File: src/gdfp_pkg.sv
package gdfp_pkg;

  // Clock rate of the timing logic in kHz.
  localparam int unsigned CLK_KHZ = 25000;

  // Desaturation check delay after the turn-on command, in ns.
  localparam int unsigned CHECK_DELAY_NS  = 4000;
  localparam int unsigned CHECK_DELAY_CYC = (CHECK_DELAY_NS * CLK_KHZ + 999999) / 1000000;

  // Edge acknowledge dark pulse, in ns; rounded down as a longest figure.
  localparam int unsigned ACK_PULSE_NS  = 900;
  localparam int unsigned ACK_PULSE_CYC = (ACK_PULSE_NS * CLK_KHZ) / 1000000;

  // Fault lock interval, in ms.
  localparam int unsigned FAULT_LOCK_MS  = 1000;
  localparam int unsigned FAULT_LOCK_CYC = FAULT_LOCK_MS * CLK_KHZ;

  // Width of the short timers.
  localparam int unsigned SHORT_W = 8;
  localparam int unsigned LOCK_W  = 25;

  localparam logic [SHORT_W-1:0] CHECK_DELAY_CNT = SHORT_W'(CHECK_DELAY_CYC);
  localparam logic [SHORT_W-1:0] ACK_PULSE_CNT   = SHORT_W'(ACK_PULSE_CYC);

  // Mode selector level: jumper 1-2 reads low, jumper 2-3 reads high.
  localparam logic MODE_TWO_LEVEL   = 1'b0;
  localparam logic MODE_MULTI_LEVEL = 1'b1;

  // Supervision states, Gray coded along off, blanking, supervising.
  typedef enum logic [1:0] {
    GDFP_OFF   = 2'b00,
    GDFP_BLANK = 2'b01,
    GDFP_SUPV  = 2'b11
  } gdfp_state_t;

  // Synchronised pin inputs travel together.
  typedef struct packed {
    logic cmd_light;
    logic desat_over;
    logic supply_low;
    logic mode_multi;
  } gdfp_pins_t;

endpackage

File: src/gdfp_gate_driver.sv
// What this block does
// - Light on the command input turns the transistor on.
// - No light on the command input turns the transistor off.
// - Collector-emitter voltage is supervised at turn-on and on-state, never while off.
// - First desaturation check waits a few microseconds after turn-on.
// - Voltage above the 680 V threshold at or after the check is a fault.
// - Threshold is fixed; no input alters it.
// - Two-level mode switches off at once on a fault, locally.
// - Multi-level mode reports the fault and keeps following the command.
// - A fault holds the status return dark for one second.
// - Selector 1-2 is two-level mode, 2-3 is multi-level mode.
// - Status return is lit when healthy, dark on any malfunction.
// - Each command edge darkens the status return for about 900 ns.
// - Turn-on is blocked while the supply is too low.
`timescale 1ns/1ps
`default_nettype none

module gdfp_gate_driver
  import gdfp_pkg::*;
#(
  parameter int unsigned LOCK_CYCLES = FAULT_LOCK_CYC
) (
  input  wire logic i_clk,
  input  wire logic i_sys_rst,
  input  wire logic i_cmd_light,
  input  wire logic i_desat_over,
  input  wire logic i_supply_low,
  input  wire logic i_topology_mode_selector,
  output logic      o_gate_on,
  output logic      o_status_light,
  output logic      o_fault_locked
);

  // Two-stage synchronisers for every pin; stage one is read only by stage two.
  gdfp_pins_t pins_meta_q;
  gdfp_pins_t pins_q;
  gdfp_pins_t pins_raw;

  assign pins_raw = '{cmd_light:  i_cmd_light,
                      desat_over: i_desat_over,
                      supply_low: i_supply_low,
                      mode_multi: i_topology_mode_selector};

  // Synchroniser flops, reset to a safe dark and off view.
  always_ff @(posedge i_clk) begin
    if (i_sys_rst) begin
      pins_meta_q <= '0;
      pins_q      <= '0;
    end else begin
      pins_meta_q <= pins_raw;
      pins_q      <= pins_meta_q;
    end
  end

  // Previous command level for edge detection on the synchronised copy.
  logic cmd_prev_q;
  always_ff @(posedge i_clk) begin
    if (i_sys_rst) begin
      cmd_prev_q <= 1'b0;
    end else begin
      cmd_prev_q <= pins_q.cmd_light;
    end
  end

  logic cmd_edge;
  assign cmd_edge = pins_q.cmd_light ^ cmd_prev_q;

  // Mode is sampled every cycle; a change mid-run simply takes effect.
  // selector decode
  logic two_level;
  assign two_level = (pins_q.mode_multi == MODE_TWO_LEVEL);

  // Fault lock timer and flag.
  logic [LOCK_W-1:0] lock_cnt_q;
  logic              lock_q;
  logic              fault_det;

  // Supervision state and blanking counter.
  gdfp_state_t       state_q;
  logic [SHORT_W-1:0] blank_cnt_q;

  // Turn-on is allowed only with light, healthy supply and, in two-level
  // mode, no running lock.
  // command gating
  logic on_req;
  assign on_req = pins_q.cmd_light && !pins_q.supply_low && !(two_level && lock_q);

  // Supervision sequence: blanking hides the turn-on transient, since a
  // high-voltage part needs microseconds to leave desaturation.
  // supervision sequence
  always_ff @(posedge i_clk) begin
    if (i_sys_rst) begin
      state_q     <= GDFP_OFF;
      blank_cnt_q <= '0;
    end else begin
      case (state_q)
        GDFP_OFF: begin
          if (on_req) begin
            state_q     <= GDFP_BLANK;
            blank_cnt_q <= CHECK_DELAY_CNT - 8'h01;
          end
        end
        GDFP_BLANK: begin
          // Multi-level mode keeps the gate on, so it must stay supervised.
          if (!on_req || (fault_det && two_level)) begin
            state_q <= GDFP_OFF;
          end else if (blank_cnt_q == 8'h00) begin
            state_q <= GDFP_SUPV;
          end else begin
            blank_cnt_q <= blank_cnt_q - 8'h01;
          end
        end
        GDFP_SUPV: begin
          if (!on_req) begin
            state_q <= GDFP_OFF;
          end
        end
        default: begin
          state_q <= GDFP_OFF;
        end
      endcase
    end
  end

  // The comparator output is a fixed-threshold pin; nothing here adjusts it.
  // fault detection
  assign fault_det = pins_q.desat_over && !lock_q &&
                     ((state_q == GDFP_SUPV) ||
                      (state_q == GDFP_BLANK && blank_cnt_q == 8'h00));

  // One-second lock started by a fault; a fault during the lock is ignored.
  // fault lock
  always_ff @(posedge i_clk) begin
    if (i_sys_rst) begin
      lock_q     <= 1'b0;
      lock_cnt_q <= '0;
    end else if (fault_det) begin
      lock_q     <= 1'b1;
      lock_cnt_q <= LOCK_W'(LOCK_CYCLES - 1);
    end else if (lock_q) begin
      if (lock_cnt_q == '0) begin
        lock_q <= 1'b0;
      end else begin
        lock_cnt_q <= lock_cnt_q - 1'b1;
      end
    end
  end

  // Gate output: two-level mode drops it at the clock edge ending the fault cycle,
  // multi-level mode keeps following the command and leaves turn-off to the host.
  // gate drive
  always_ff @(posedge i_clk) begin
    if (i_sys_rst) begin
      o_gate_on <= 1'b0;
    end else begin
      o_gate_on <= on_req && !(two_level && fault_det);
    end
  end

  // Edge acknowledge pulse timer.
  // edge acknowledge
  logic [SHORT_W-1:0] ack_cnt_q;
  always_ff @(posedge i_clk) begin
    if (i_sys_rst) begin
      ack_cnt_q <= '0;
    end else if (cmd_edge) begin
      ack_cnt_q <= ACK_PULSE_CNT;
    end else if (ack_cnt_q != 8'h00) begin
      ack_cnt_q <= ack_cnt_q - 8'h01;
    end
  end

  // Status light: dark during reset, lock, low supply or an acknowledge.
  // status return
  always_ff @(posedge i_clk) begin
    if (i_sys_rst) begin
      o_status_light <= 1'b0;
      o_fault_locked <= 1'b0;
    end else begin
      o_status_light <= !(lock_q || fault_det || pins_q.supply_low ||
                          cmd_edge || (ack_cnt_q > 8'h01));
      o_fault_locked <= lock_q || fault_det;
    end
  end

  // Cycles since the gate went on, counted from the output itself so that the
  // delay check does not trust the blanking counter that it is meant to verify.
  // gate on age
  logic [SHORT_W-1:0] on_age_q;
  always_ff @(posedge i_clk) begin
    if (i_sys_rst || !o_gate_on) begin
      on_age_q <= '0;
    end else if (on_age_q != '1) begin
      on_age_q <= on_age_q + 8'h01;
    end
  end

  // Length of each lock as seen on the output, for the one-second hold check.
  // lock length
  logic [LOCK_W-1:0] lock_age_q;
  always_ff @(posedge i_clk) begin
    if (i_sys_rst || !o_fault_locked) begin
      lock_age_q <= '0;
    end else if (lock_age_q != '1) begin
      lock_age_q <= lock_age_q + 1'b1;
    end
  end
endmodule

`default_nettype wire

File: config.mk
export PLATFORM = sky130hd
export DESIGN_NAME = gdfp_gate_driver
export DESIGN_NICKNAME = d
export VERILOG_FILES = /design/src/gdfp_pkg.sv /design/src/gdfp_gate_driver.sv
export SDC_FILE = /design/constraint.sdc
export NUM_CORES = 1
export LEC_CHECK = 0
export BUFFER_PORTS_ARGS = -buffer_cell sky130_fd_sc_hd__buf_2
export CORE_MARGIN = 3
export CORE_UTILIZATION = 60
export CTS_CLUSTER_SIZE = 40
export DETAILED_ROUTE_END_ITERATION = 12
export PLACE_DENSITY_LB_ADDON = 0.05
export SYNTH_ARGS = -nofsm -noshare
export SYNTH_HDL_FRONTEND = slang
export SYNTH_SLANG_ARGS = --single-unit
File: constraint.sdc
create_clock -name i_clk -period 4.38 [get_ports i_clk]
set_input_delay 0.657 -clock i_clk [delete_from_list [all_inputs] [get_ports i_clk]]
set_output_delay 0.657 -clock i_clk [all_outputs]
set_load 0.02 [all_outputs]
### Word-level counts from Yosys, hierarchy flattened

Cells that the tools add are included.

| storage, ports and cells | value |
|---|---|
| input port bits | 6 |
| memories | 0 |
| RAM bits | 0 |
| latch bits | 0 |
| word-level logic and storage cells | 84 |
| ROM bits | 0 |
| flip-flop bits (word level) | 56 |
| output and inout port bits | 3 |

| operators by class | value |
|---|---|
| $add $sub $neg | 3 |
| $lt $le $gt $ge | 1 |
| divide/modulo/power cells | 0 |
| reductions and logical operators | 33 |
| bitwise gates (word level) | 3 |
| multiplexer cells | 17 |
| multiply operators | 0 |
| shift-type cells | 0 |
| eq/ne operators | 8 |

Operators with widths:

| cell | number |
|---|---|
| $mux W25 | 3 |
| $logic_not A25 Y1 | 1 |
| $sub A25 B1 Y25 const B | 1 |
| $mux W8 | 3 |
| $pmux W8 S2 | 1 |
| $sub A8 B1 Y8 const B | 2 |
| $mux W5 | 2 |
| $ne A2 B2 Y1 const B | 5 |
| $gt A8 B1 Y1 const B | 1 |
| $logic_and A1 B1 Y1 | 8 |
| $logic_not A8 Y1 | 1 |
| $mux W2 | 4 |
| $reduce_bool A8 Y1 | 1 |
| $logic_not A1 Y1 | 6 |
| $logic_or A1 B1 Y1 | 6 |
| $pmux W2 S3 | 1 |
| $reduce_bool A2 Y1 | 3 |
| $reduce_and A2 Y1 | 2 |
| $reduce_and A4 Y1 | 1 |
| $reduce_or A2 Y1 | 2 |
| $mux W1 | 3 |
| $ne A3 B3 Y1 const B | 1 |
| $reduce_and A3 Y1 | 1 |
| $eq A2 B1 Y1 const B | 1 |
| other kinds (4) | 5 |

### Logic depth before layout (Yosys ltp)

Gate-level depths: netlist of the first run.

| logic depth | value |
|---|---|
| word-level depth | 9 |
| depth in mapped cells | 8 |
| depth with buffers taken out | 7 |

### Least setup slack after synthesis of the first run

Ideal clock, no wire load.

| path | value |
|---|---|
| kind | register -> register |
| start | register lock_cnt_q[2] |
| end | register lock_cnt_q[24] |
| period minus slack after synthesis | 2.510 ns |
| slack | 1.870 ns |
| stages on the path, launching flop included | 8 |
| arrival | 2.435 ns |
| setup time | 0.074 ns |
| path through | dfxtp_1 -> or4_1 -> buf_2 -> or4_4 -> buf_6 -> or4_4 -> or3_1 -> a31oi_1 |

| between the ends | value |
|---|---|
| longest elaborated chain between the ends | 4 |

Ends and longest elaborated chain:

| item | line | text |
|---|---|---|
| start, declared | gdfp_gate_driver.sv:74 | `logic [LOCK_W-1:0] lock_cnt_q;` |
| start signal, assigned | gdfp_gate_driver.sv:139 | `lock_cnt_q <= LOCK_W'(LOCK_CYCLES - 1);` |
| start signal, assigned | gdfp_gate_driver.sv:144 | `lock_cnt_q <= lock_cnt_q - 1'b1;` |
| $sub A25 B1 Y25 | gdfp_gate_driver.sv:144 |  |
| $mux W25 | gdfp_gate_driver.sv:141 | `if (lock_cnt_q == '0) begin` |
| $mux W25 | gdfp_gate_driver.sv:140 | `end else if (lock_q) begin` |
| $mux W25 | gdfp_gate_driver.sv:137 | `end else if (fault_det) begin` |

Several ways; a longest one is shown, not always the timed one. The select of a mux whose other input is x is not followed.
A chain may end at the register's enable or synchronous reset.

### Worst setup path after layout of the first run

Ends and elaborated chain as after synthesis.

==> results of run 1 <==
==> logic make-up (layout without fill, tap and decap cells) <==
group	count (synthesis)	in the layout	share of synthesized area (%)
xor gates and xnor gates	27	27	9.17
adders and majority gates	7	7	3.40
buffers and inverters	24	30	3.83
DFF	56	56	43.5
muxes	1	1	0.388
AOI/OAI and AO/OA	61	61	14.6
and+or+nand+nor	114	114	25.1
==> flip-flops by register name (all words and copies together) (netlist names) <==
signal and count:
ack_cnt_q 8, blank_cnt_q 8, cmd_prev_q 1, lock_cnt_q 25, lock_q 1, o_fault_locked 1
o_gate_on 1, o_status_light 1, pins_meta_q 4, pins_q 4, state_q 2
==> layout by cell type, fill, tap and decap left out, drive strengths merged, types with 4 or more instances in the layout <==
cell and instances:
xnor2 13, dfxtp 56, a31oi 5, clkbuf 6, nor2b 13, a21oi 25
nor2 23, inv 12, nor4b 4, or4 12, o31ai 4, nor4 14
nand3 6, o211ai 6, xor2 14, o2111ai 4, nand2 14, buf 10
or3 6, o21ai 9, nor3 8, ha 7
==> power groups by stage <==
stage	Combinational, mW	Clock, mW	Sequential, mW
final	0.225	0.288	0.586
after global placement	0.221	0	0.597
after detailed placement	0.225	0	0.598
after CTS	0.226	0.299	0.586
after global routing	0.263	0.317	0.592
after floorplan	0.186	0	0.595
==> per-stage QoR <==
stage / instance area [sq um] / hold WS (ns) / worst slack, ns / util, % / total power, mW
after CTS: 2740 / 0.449 / 1.71 / 67.1 / 1.11
after global routing: 2740 / 0.469 / 1.57 / 67.1 / 1.17
after floorplan: 2580 / 0.414 / 1.87 / - / 0.781
final: 2740 / 0.446 / 1.70 / 67.1 / 1.10
after detailed placement: 2640 / 0.427 / 1.73 / 64.7 / 0.823
after global placement: 2640 / 0.419 / 1.78 / 64.7 / 0.818
==> worst reg2reg max path, stage by stage (launching register included) <==
cell	delay, ns
dfxtp_1	0.34
or4_1	0.70
or4_4	0.60
or4_4	0.52
or3_1	0.31
a31oi_1	0.15
==> synth_stat cells, types with 3 or more instances <==
cell type  instances  area share, %
xnor2_1           13            4.4
xor2_1            14            4.8
nor2_1            23            3.3
or3_1              6            1.5
nor4b_1            4            1.4
clkbuf_1          10            1.5
nor2b_1           13            3.2
a211oi_1           3           0.87
nor3_1             8            1.6
nor4_1            14            3.4
and2_1             3           0.73
or4_1              9            2.6
ha_1               7            3.4
nand2_1           14            2.0
a31oi_1            5            1.2
nand3_1            6            1.2
or4_4              3            1.3
o2111ai_1          4            1.4
nand4_1            3           0.73
o31ai_1            4            1.2
dfxtp_1           56             43
inv_1             12            1.7
a21oi_1           25            4.9
or2_2              3           0.73
o211ai_1           6            1.7
o21ai_0            9            1.7
==> routing by layer <==
metal,vias to the layer above,share of wire (%)
met5,-,0
met4,0,1.5
met3,7,2.9
met2,27,44
met1,990,52
li1,1055,-
==> final timing paths <==
kind                                            startpoint                           to  slack (ns)  cells past startpoint
worst min register to register   pins_meta_q[1]$_SDFF_PP0_         pins_q[1]$_SDFF_PP0_        0.45                      1
worst max register to register  lock_cnt_q[2]$_SDFFE_PP0P_  lock_cnt_q[24]$_SDFFE_PP0P_        1.70                      5
worst max-delay path            lock_cnt_q[2]$_SDFFE_PP0P_  lock_cnt_q[24]$_SDFFE_PP0P_        1.70                      5
worst min-delay path             pins_meta_q[1]$_SDFF_PP0_         pins_q[1]$_SDFF_PP0_        0.45                      1
==> layout make-up <==
type	count	area [sq um]	area share [%]
Multi-Input combinational cell	210	1360	49.6
Sequential cell	56	1120	40.9
Clock buffer	6	82.6	3.01
Tap cell	50	62.6	2.28
Timing Repair Buffer	10	55.1	2.01
Inverter	12	45.0	1.64
Clock inverter	2	15.0	0.548
==> flow_summary.json, run 1 <==
{
  "worst-path-buf-inv": 0,
  "io_buffers": 8,
  "grt_util_met3_pct": 3.65,
  "grt_start_max_net_pins": 37,
  "arrival_ns": 2.92,
  "root_buffer": "clkbuf_8",
  "critical_path.cell_chain": "or4_1, or4_4, or4_4, or3_1, a31oi_1",
  "grt_overflow": 0,
  "vias": 2079,
  "ir_drop_mv": 0.305,
  "drt_wl_total_um": 4840,
  "initial_core_util_pct": 63.1,
  "grt_use_total_pct": 20.4,
  "cap_violations": 0,
  "layout-area-overhead-vs-synth_pct": 6.26,
  "syn_nets": 303,
  "final-setup-viol-count": 0,
  "synth.yosys.seq_area_share_pct": 43.5,
  "wl_per_cell_um": 14.0,
  "synth-edff-count": 0,
  "crit_top_cell": "or4_4",
  "final-hold-violation-count": 0,
  "power.density_mw_per_mm2": 401,
  "cpPeakStageDelay_ns": 0.70,
  "yosysWarnings": 0,
  "skew_ns": 0.00807,
  "synth-async-reset-ratio_pct": 0,
  "pwr-share-clk_pct": 26.2,
  "met2_usage_pct": 31.5,
  "rows": 23,
  "end_kind": "flip-flop",
  "avgSynthCellArea_sq_um": 8.89,
  "slew_viol_final": 0,
  "layout.nets": 308,
  "cts_num_sinks": 56,
  "busiest_layer": "met2",
  "setup_tns_ns": 0,
  "vias_per_cell": 6.01,
  "die_y_um": 71.6,
  "worst_slew_pin_slew_ns": 0.629,
  "cts_max_level": 2,
  "io_pins": 9,
  "insertion_delay_ns": 0.30,
  "hold_class": "reg2reg",
  "cts_inserted_buffers": 5,
  "die_w_um": 71.6,
  "grt_pass1_vias": 1896,
  "met1_usage_pct": 29.0,
  "clockBufferDepth": 2,
  "grt_pass1_wl_um": 8540,
  "grt_setup_unrepaired": "false",
  "swShare_pct": 29.3,
  "ctsHoldBuffers": 0,
  "path_max_fanout": 17,
  "worstSetupStartpointType": "flip-flop",
  "critPathTopFamily": "simple AND/OR/NAND/NOR gates",
  "die-area_sq_mm": 0.00512,
  "p_sw_mw": 0.322,
  "fmax_mhz": 373,
  "cts_resized": 0,
  "drive_above_1_share_pct": 8.11,
  "required_ns": 4.61,
  "worstSetupPathType": "reg2reg",
  "min_period_ns": 2.68,
  "fin_crit_sh_pct": 61.2,
  "gp_congestion": 0.793,
  "instances_no_fill": 346,
  "outcome": "finished, final reports clean",
  "synth-seq-cells": 56,
  "tritoncts": "done",
  "fp.coreArea_sq_mm": 0.00409,
  "cpMaxStageDelayCell": "or4_1",
  "p_int_mw": 0.777,
  "slew_headroom_pct": 58.0,
  "dp_hpwl_um": 3380,
  "p_comb_share_pct": 20.4,
  "dr.pass1.iters": 4,
  "cts_setup_buffers": 0,
  "grt_antenna_before_repair": 0,
  "antenna_cells": 0,
  "power_leakage_nw": 1.04,
  "power_frac_seq_pct": 53.3,
  "path_clk_slew_ns": 0.09,
  "synth_area_sq_mm": 0.00258,
  "num-fill-cells": 360,
  "drt_iter0_drc": 74,
  "dp_cells": 338,
  "ant_nets": 0,
  "synth_ff_type": "dfxtp_1",
  "drc_errors": 0,
  "syn_inst": 290,
  "synth.distinct_cells": 39
}
Note: power is estimated with default switching activity, not from simulation.
==> inputs of run 2 (changes only) <==
- CORE_UTILIZATION: 60 -> 55
- clock period: 4.38 -> 2.45 ns (I/O delays scaled with it)
==> run 2 against run 1 <==
Setup slack worse by 1.6 ns. Clock power is 81% higher. Via count shrank 0.96%. Flip-flop and latch count is the same. Combinational power rose by 84%. Final area increased by 2.7%. Utilization shrank 3.7 points. Register-to-register slack worse by 1.6 ns.
==> flow_summary.json, run 2 (synthesis results as in run 1) <==
{
  "reg_top3": "lock_cnt_q x25, ack_cnt_q x8, blank_cnt_q x8",
  "tritoncts": "done",
  "skew_ns": 0.00994,
  "cts_max_level": 2,
  "post_dp_cell_area_sq_mm": 0.00271,
  "hold_depth": 2,
  "grt_start_max_net_pins": 37,
  "die_y_um": 74.5,
  "grt_antenna_before_repair": 0,
  "grt_overflow": 0,
  "gp_congestion": 0.842,
  "fin_crit_sh_pct": 97.1,
  "utilization_pct": 63.3,
  "end_kind": "flip-flop",
  "min_period_ns": 2.38,
  "slew_viol_final": 0,
  "hold_class": "in2reg",
  "multi_input_area_sq_mm": 0.00137,
  "fp.coreArea_sq_mm": 0.00444,
  "outcome": "finished, final reports clean",
  "drt_wl_total_um": 4940,
  "grt_use_total_pct": 19.5,
  "grt_setup_unrepaired": "false",
  "stdcell_area_sq_mm": 0.00282,
  "arrival_ns": 2.61,
  "largest_register": "lock_cnt_q",
  "grt_pass1_wl_um": 8630,
  "rows": 24,
  "dp_hpwl_um": 3460,
  "required_ns": 2.68,
  "fmax_mhz": 420,
  "fin_ws_ns": 0.0718,
  "worstSetupPathType": "reg2reg",
  "drt_iter0_drc": 130,
  "r2r_cells": 5,
  "vias": 2059,
  "cts_num_sinks": 56,
  "vias_per_cell": 5.77,
  "path_max_fanout": 4,
  "regArea_sq_mm": 0.00112,
  "insertion_delay_ns": 0.31,
  "io_buffers": 8,
  "final-setup-viol-count": 0,
  "dpl_worst_slack_ns": 0.0834,
  "ant_nets": 0,
  "die-area_sq_mm": 0.00555,
  "die_w_um": 74.5,
  "final_common_cell": "dfxtp_1",
  "holdWs_ns": 0.269,
  "grt_pass1_vias": 1932,
  "layout.nets": 317,
  "layout_common_cells": "dfxtp_1, a21oi_1, nor2_1, nand2_1, xor2_1",
  "antenna_cells": 0,
  "io_pins": 9,
  "initial_core_util_pct": 58.0,
  "path_clk_slew_ns": 0.10,
  "worstSetupStartpointType": "flip-flop",
  "wl_per_cell_um": 13.8,
  "largest_reg_flops": 25,
  "worst_slew_pin_slew_ns": 0.625,
  "slew_headroom_pct": 58.3,
  "ir_drop_mv": 0.632,
  "cap_violations": 0,
  "power.density_mw_per_mm2": 705,
  "power_leakage_nw": 1.09,
  "dr.pass1.iters": 4,
  "final-hold-violation-count": 0,
  "layout-area-overhead-vs-synth_pct": 9.17,
  "root_buffer": "clkbuf_8",
  "num-fill-cells": 385,
  "drc_errors": 0,
  "clockBufferDepth": 2,
  "ctsHoldBuffers": 0,
  "drive_above_1_share_pct": 11.5,
  "cts_inserted_buffers": 5
}
run 2: changes by cell type in the layout (fill, tap and decap cells not counted):
cell	change
buf_4	+9
clkinvlp_4	-2
inv_6	+2
clkbuf_8	-1
clkinv_4	+1
dfxtp_1	-1
dfxtp_2	+1
nor4_1	-1
nor4_2	+1
run 2: per-layer routing:
| metal | track usage [%] | wire length (um) |
|---|---|---|
| met5 | 0 | 0 |
| met4 | 5.14 | 36 |
| met3 | 3.92 | 196 |
| met2 | 29.9 | 2150 |
| met1 | 28.0 | 2560 |
run 2: timing repair:
item	CTS	global route
endpoints found under the setup margin	0	2
setup buffers	0	0
resized for setup	0	2
hold endpoints to repair	0	0
run 2: final cells by class:
class                   count  area share [%]
clock buffers               5            2.44
clock inverters             3           0.933
inverters                  12            1.60
multi-input cells         210            48.5
flip-flops and latches     56            39.9
well taps                  52            2.31
repair buffers             19            4.36
run 2: power by group:
part | leakage [nW] | total (mW) | internal, mW | switching [mW]
Sequential | 0.456 | 1.05 | 0.985 | 0.0638
Clock | 0.0491 | 0.522 | 0.211 | 0.310
Combinational | 0.582 | 0.414 | 0.179 | 0.236
Total | 1.09 | 1.99 | 1.38 | 0.610
run 2: critical path, cell delays in order, from the launching register on:
cell and delay (ns):
dfxtp_2 0.35, or4_4 0.51, or4_4 0.49, or4_4 0.48, or3_1 0.32, a31oi_1 0.15
run 2: through the flow:
step                total power [mW]  instances  TNS [ns]
finish                          1.99        357         0
global route                    2.11        357         0
detailed placement              1.48        349         0
global placement                1.47        349         0
floorplan                       1.40        290   -0.0555
CTS                             2.01        357         0
run 2: worst paths after layout:
path / from / end / slack (ns)
worst min register to register: pins_meta_q[2]$_SDFF_PP0_ / pins_q[2]$_SDFF_PP0_ / 0.45
worst max-delay path: lock_cnt_q[9]$_SDFFE_PP0P_ / lock_cnt_q[24]$_SDFFE_PP0P_ / 0.07
worst min-delay path: i_topology_mode_selector / pins_meta_q[0]$_SDFF_PP0_ / 0.27
worst max register to register: lock_cnt_q[9]$_SDFFE_PP0P_ / lock_cnt_q[24]$_SDFFE_PP0P_ / 0.07
==> inputs of run 3 (changes only) <==
- CORE_ASPECT_RATIO: not set -> 0.6
==> run 3 against run 2 <==
Clock power rose by 21%. Power up 6.1%. Combinational power rose by 2%. Via count up 0.87%. Setup slack got worse by 0.016 ns. Register-to-register slack got worse by 0.02 ns. Utilization grew 3.1 points. Final cell count up 2.2%. Highest routed layer unchanged.
==> flow_summary.json, run 3 (synthesis results as in run 1) <==
{
  "outcome": "finished, final reports clean",
  "power.density_mw_per_mm2": 736,
  "regArea_sq_mm": 0.00112,
  "dp_hpwl_um": 3890,
  "arrival_ns": 2.64,
  "ant_nets": 0,
  "path_clk_slew_ns": 0.10,
  "path_max_fanout": 4,
  "r2r_cells": 5,
  "fp.coreArea_sq_mm": 0.00430,
  "vias_per_cell": 5.69,
  "r2r-start": "lock_cnt_q[9]$_SDFFE_PP0P_",
  "largest_register": "lock_cnt_q",
  "final_common_cell": "dfxtp_1",
  "die_w_um": 94.4,
  "min_to": "pins_meta_q[2]$_SDFF_PP0_",
  "io_pins": 9,
  "clockBufferDepth": 2,
  "reg_top3": "lock_cnt_q x25, ack_cnt_q x8, blank_cnt_q x8",
  "drt_wl_total_um": 5410,
  "grt_pass1_vias": 1994,
  "die-area_sq_mm": 0.00557,
  "fmax_mhz": 418,
  "largest_reg_flops": 25,
  "layout-area-overhead-vs-synth_pct": 10.9,
  "hold_class": "in2reg",
  "gp_congestion": 0.834,
  "num-fill-cells": 360,
  "power_leakage_nw": 1.11,
  "drive_above_1_share_pct": 11.5,
  "end_kind": "flip-flop",
  "grt_overflow": 0,
  "r2r-end": "lock_cnt_q[24]$_SDFFE_PP0P_",
  "grt_start_max_net_pins": 23,
  "slew_viol_final": 0,
  "grt_use_total_pct": 21.9,
  "dpl_worst_slack_ns": 0.0655,
  "fin_crit_sh_pct": 97.7,
  "rows": 18,
  "insertion_delay_ns": 0.31,
  "die_y_um": 59.0,
  "slew_headroom_pct": 63.1,
  "antenna_cells": 0,
  "skew_ns": 0.0101,
  "grt_pass1_wl_um": 9640,
  "cap_violations": 0,
  "cts_num_sinks": 56,
  "multi_input_area_sq_mm": 0.00136,
  "layout_common_cells": "dfxtp_1, a21oi_1, nor2_1",
  "cts_setup_buffers": 0,
  "grt_antenna_before_repair": 0,
  "tritoncts": "done",
  "required_ns": 2.69,
  "layout.nets": 317,
  "hold_path_startpoint": "i_desat_over",
  "cts_max_level": 2,
  "worstSetupPathType": "reg2reg",
  "vias": 2077,
  "min_period_ns": 2.39,
  "ir_drop_mv": 0.323,
  "utilization_pct": 66.5,
  "cts_inserted_buffers": 5,
  "drt_iter0_drc": 96,
  "hold_depth": 2,
  "dr.pass1.iters": 4,
  "final-setup-viol-count": 0,
  "final-hold-violation-count": 0,
  "r2r_setup_slack_ns": 0.06,
  "initial_core_util_pct": 59.9,
  "drc_errors": 0,
  "worst_slew_pin_slew_ns": 0.549,
  "worstSetupStartpointType": "flip-flop",
  "grt_setup_unrepaired": "true",
  "wl_per_cell_um": 14.8,
  "root_buffer": "clkbuf_8",
  "fin_ws_ns": 0.0557,
  "io_buffers": 8
}
-- run 3: cell count changes in the layout (fill, tap and decap cells not counted), sizes merged --
cell,previous run,this run
inv,14,12
bufinv,0,1
clkbuf,5,6
-- run 3: how the worst max path moves through the flow --
stage,start,slack [ns],cells past startpoint,end
after floorplan,lock_cnt_q[3]$_SDFFE_PP0P_,-0.06,7,lock_cnt_q[24]$_SDFFE_PP0P_
after CTS,lock_cnt_q[9]$_SDFFE_PP0P_,0.05,5,lock_cnt_q[24]$_SDFFE_PP0P_
after detailed placement,lock_cnt_q[9]$_SDFFE_PP0P_,0.07,5,lock_cnt_q[24]$_SDFFE_PP0P_
after global routing,lock_cnt_q[8]$_SDFFE_PP0P_,-0.02,5,lock_cnt_q[24]$_SDFFE_PP0P_
after global placement,lock_cnt_q[9]$_SDFFE_PP0P_,0.11,5,lock_cnt_q[24]$_SDFFE_PP0P_
final,lock_cnt_q[9]$_SDFFE_PP0P_,0.06,5,lock_cnt_q[24]$_SDFFE_PP0P_
-- run 3: final cells by class --
class | count | share of cell area (%)
Clock buffer | 6 | 2.89
Clock inverter | 2 | 1.36
Inverter | 12 | 1.58
Multi-Input combinational cell | 210 | 47.5
Sequential cell | 56 | 39.3
Tap cell | 60 | 2.63
Timing Repair Buffer | 19 | 4.73
-- run 3: power breakdown --
part	switching, mW	internal (mW)	leakage [nW]	total [mW]
clock network	0.297	0.335	0.0614	0.632
registers	0.0657	0.985	0.457	1.05
logic	0.244	0.180	0.587	0.423
-- run 3: worst max-delay path, cell delays in order (launching register included) --
cell	delay, ns
dfxtp_2	0.35
or4_4	0.51
or4_4	0.50
or4_4	0.50
or3_1	0.31
a31oi_1	0.15
-- run 3: repair_timing --
| item | in CTS | in global routing |
|---|---|---|
| hold buffers | 0 | 0 |
| resized for setup | 0 | 2 |
| hold endpoints to repair | 0 | 0 |
| endpoints found under the setup margin | 0 | 1 |
-- run 3: per-layer routing --
metal	up-vias	global-route usage [%]	routed length [um]
met5	-	0	0
met4	0	4.32	19
met3	2	4.70	243
met2	46	30.5	2140
met1	956	34.4	3010
li1	1073	-	-
-- run 3: metrics by stage --
stage               std cells  setup TNS [ns]  hold slack [ns]  cell area (sq um)  total power, mW
floorplan                 290         -0.0555            0.414               2580             1.40
global placement          357               0            0.423               2740             1.47
detailed placement        357               0            0.423               2740             1.49
CTS                       365               0            0.260               2860             2.12
global route              365         -0.0224            0.282               2860             2.25
finish                    365               0            0.271               2860             2.11
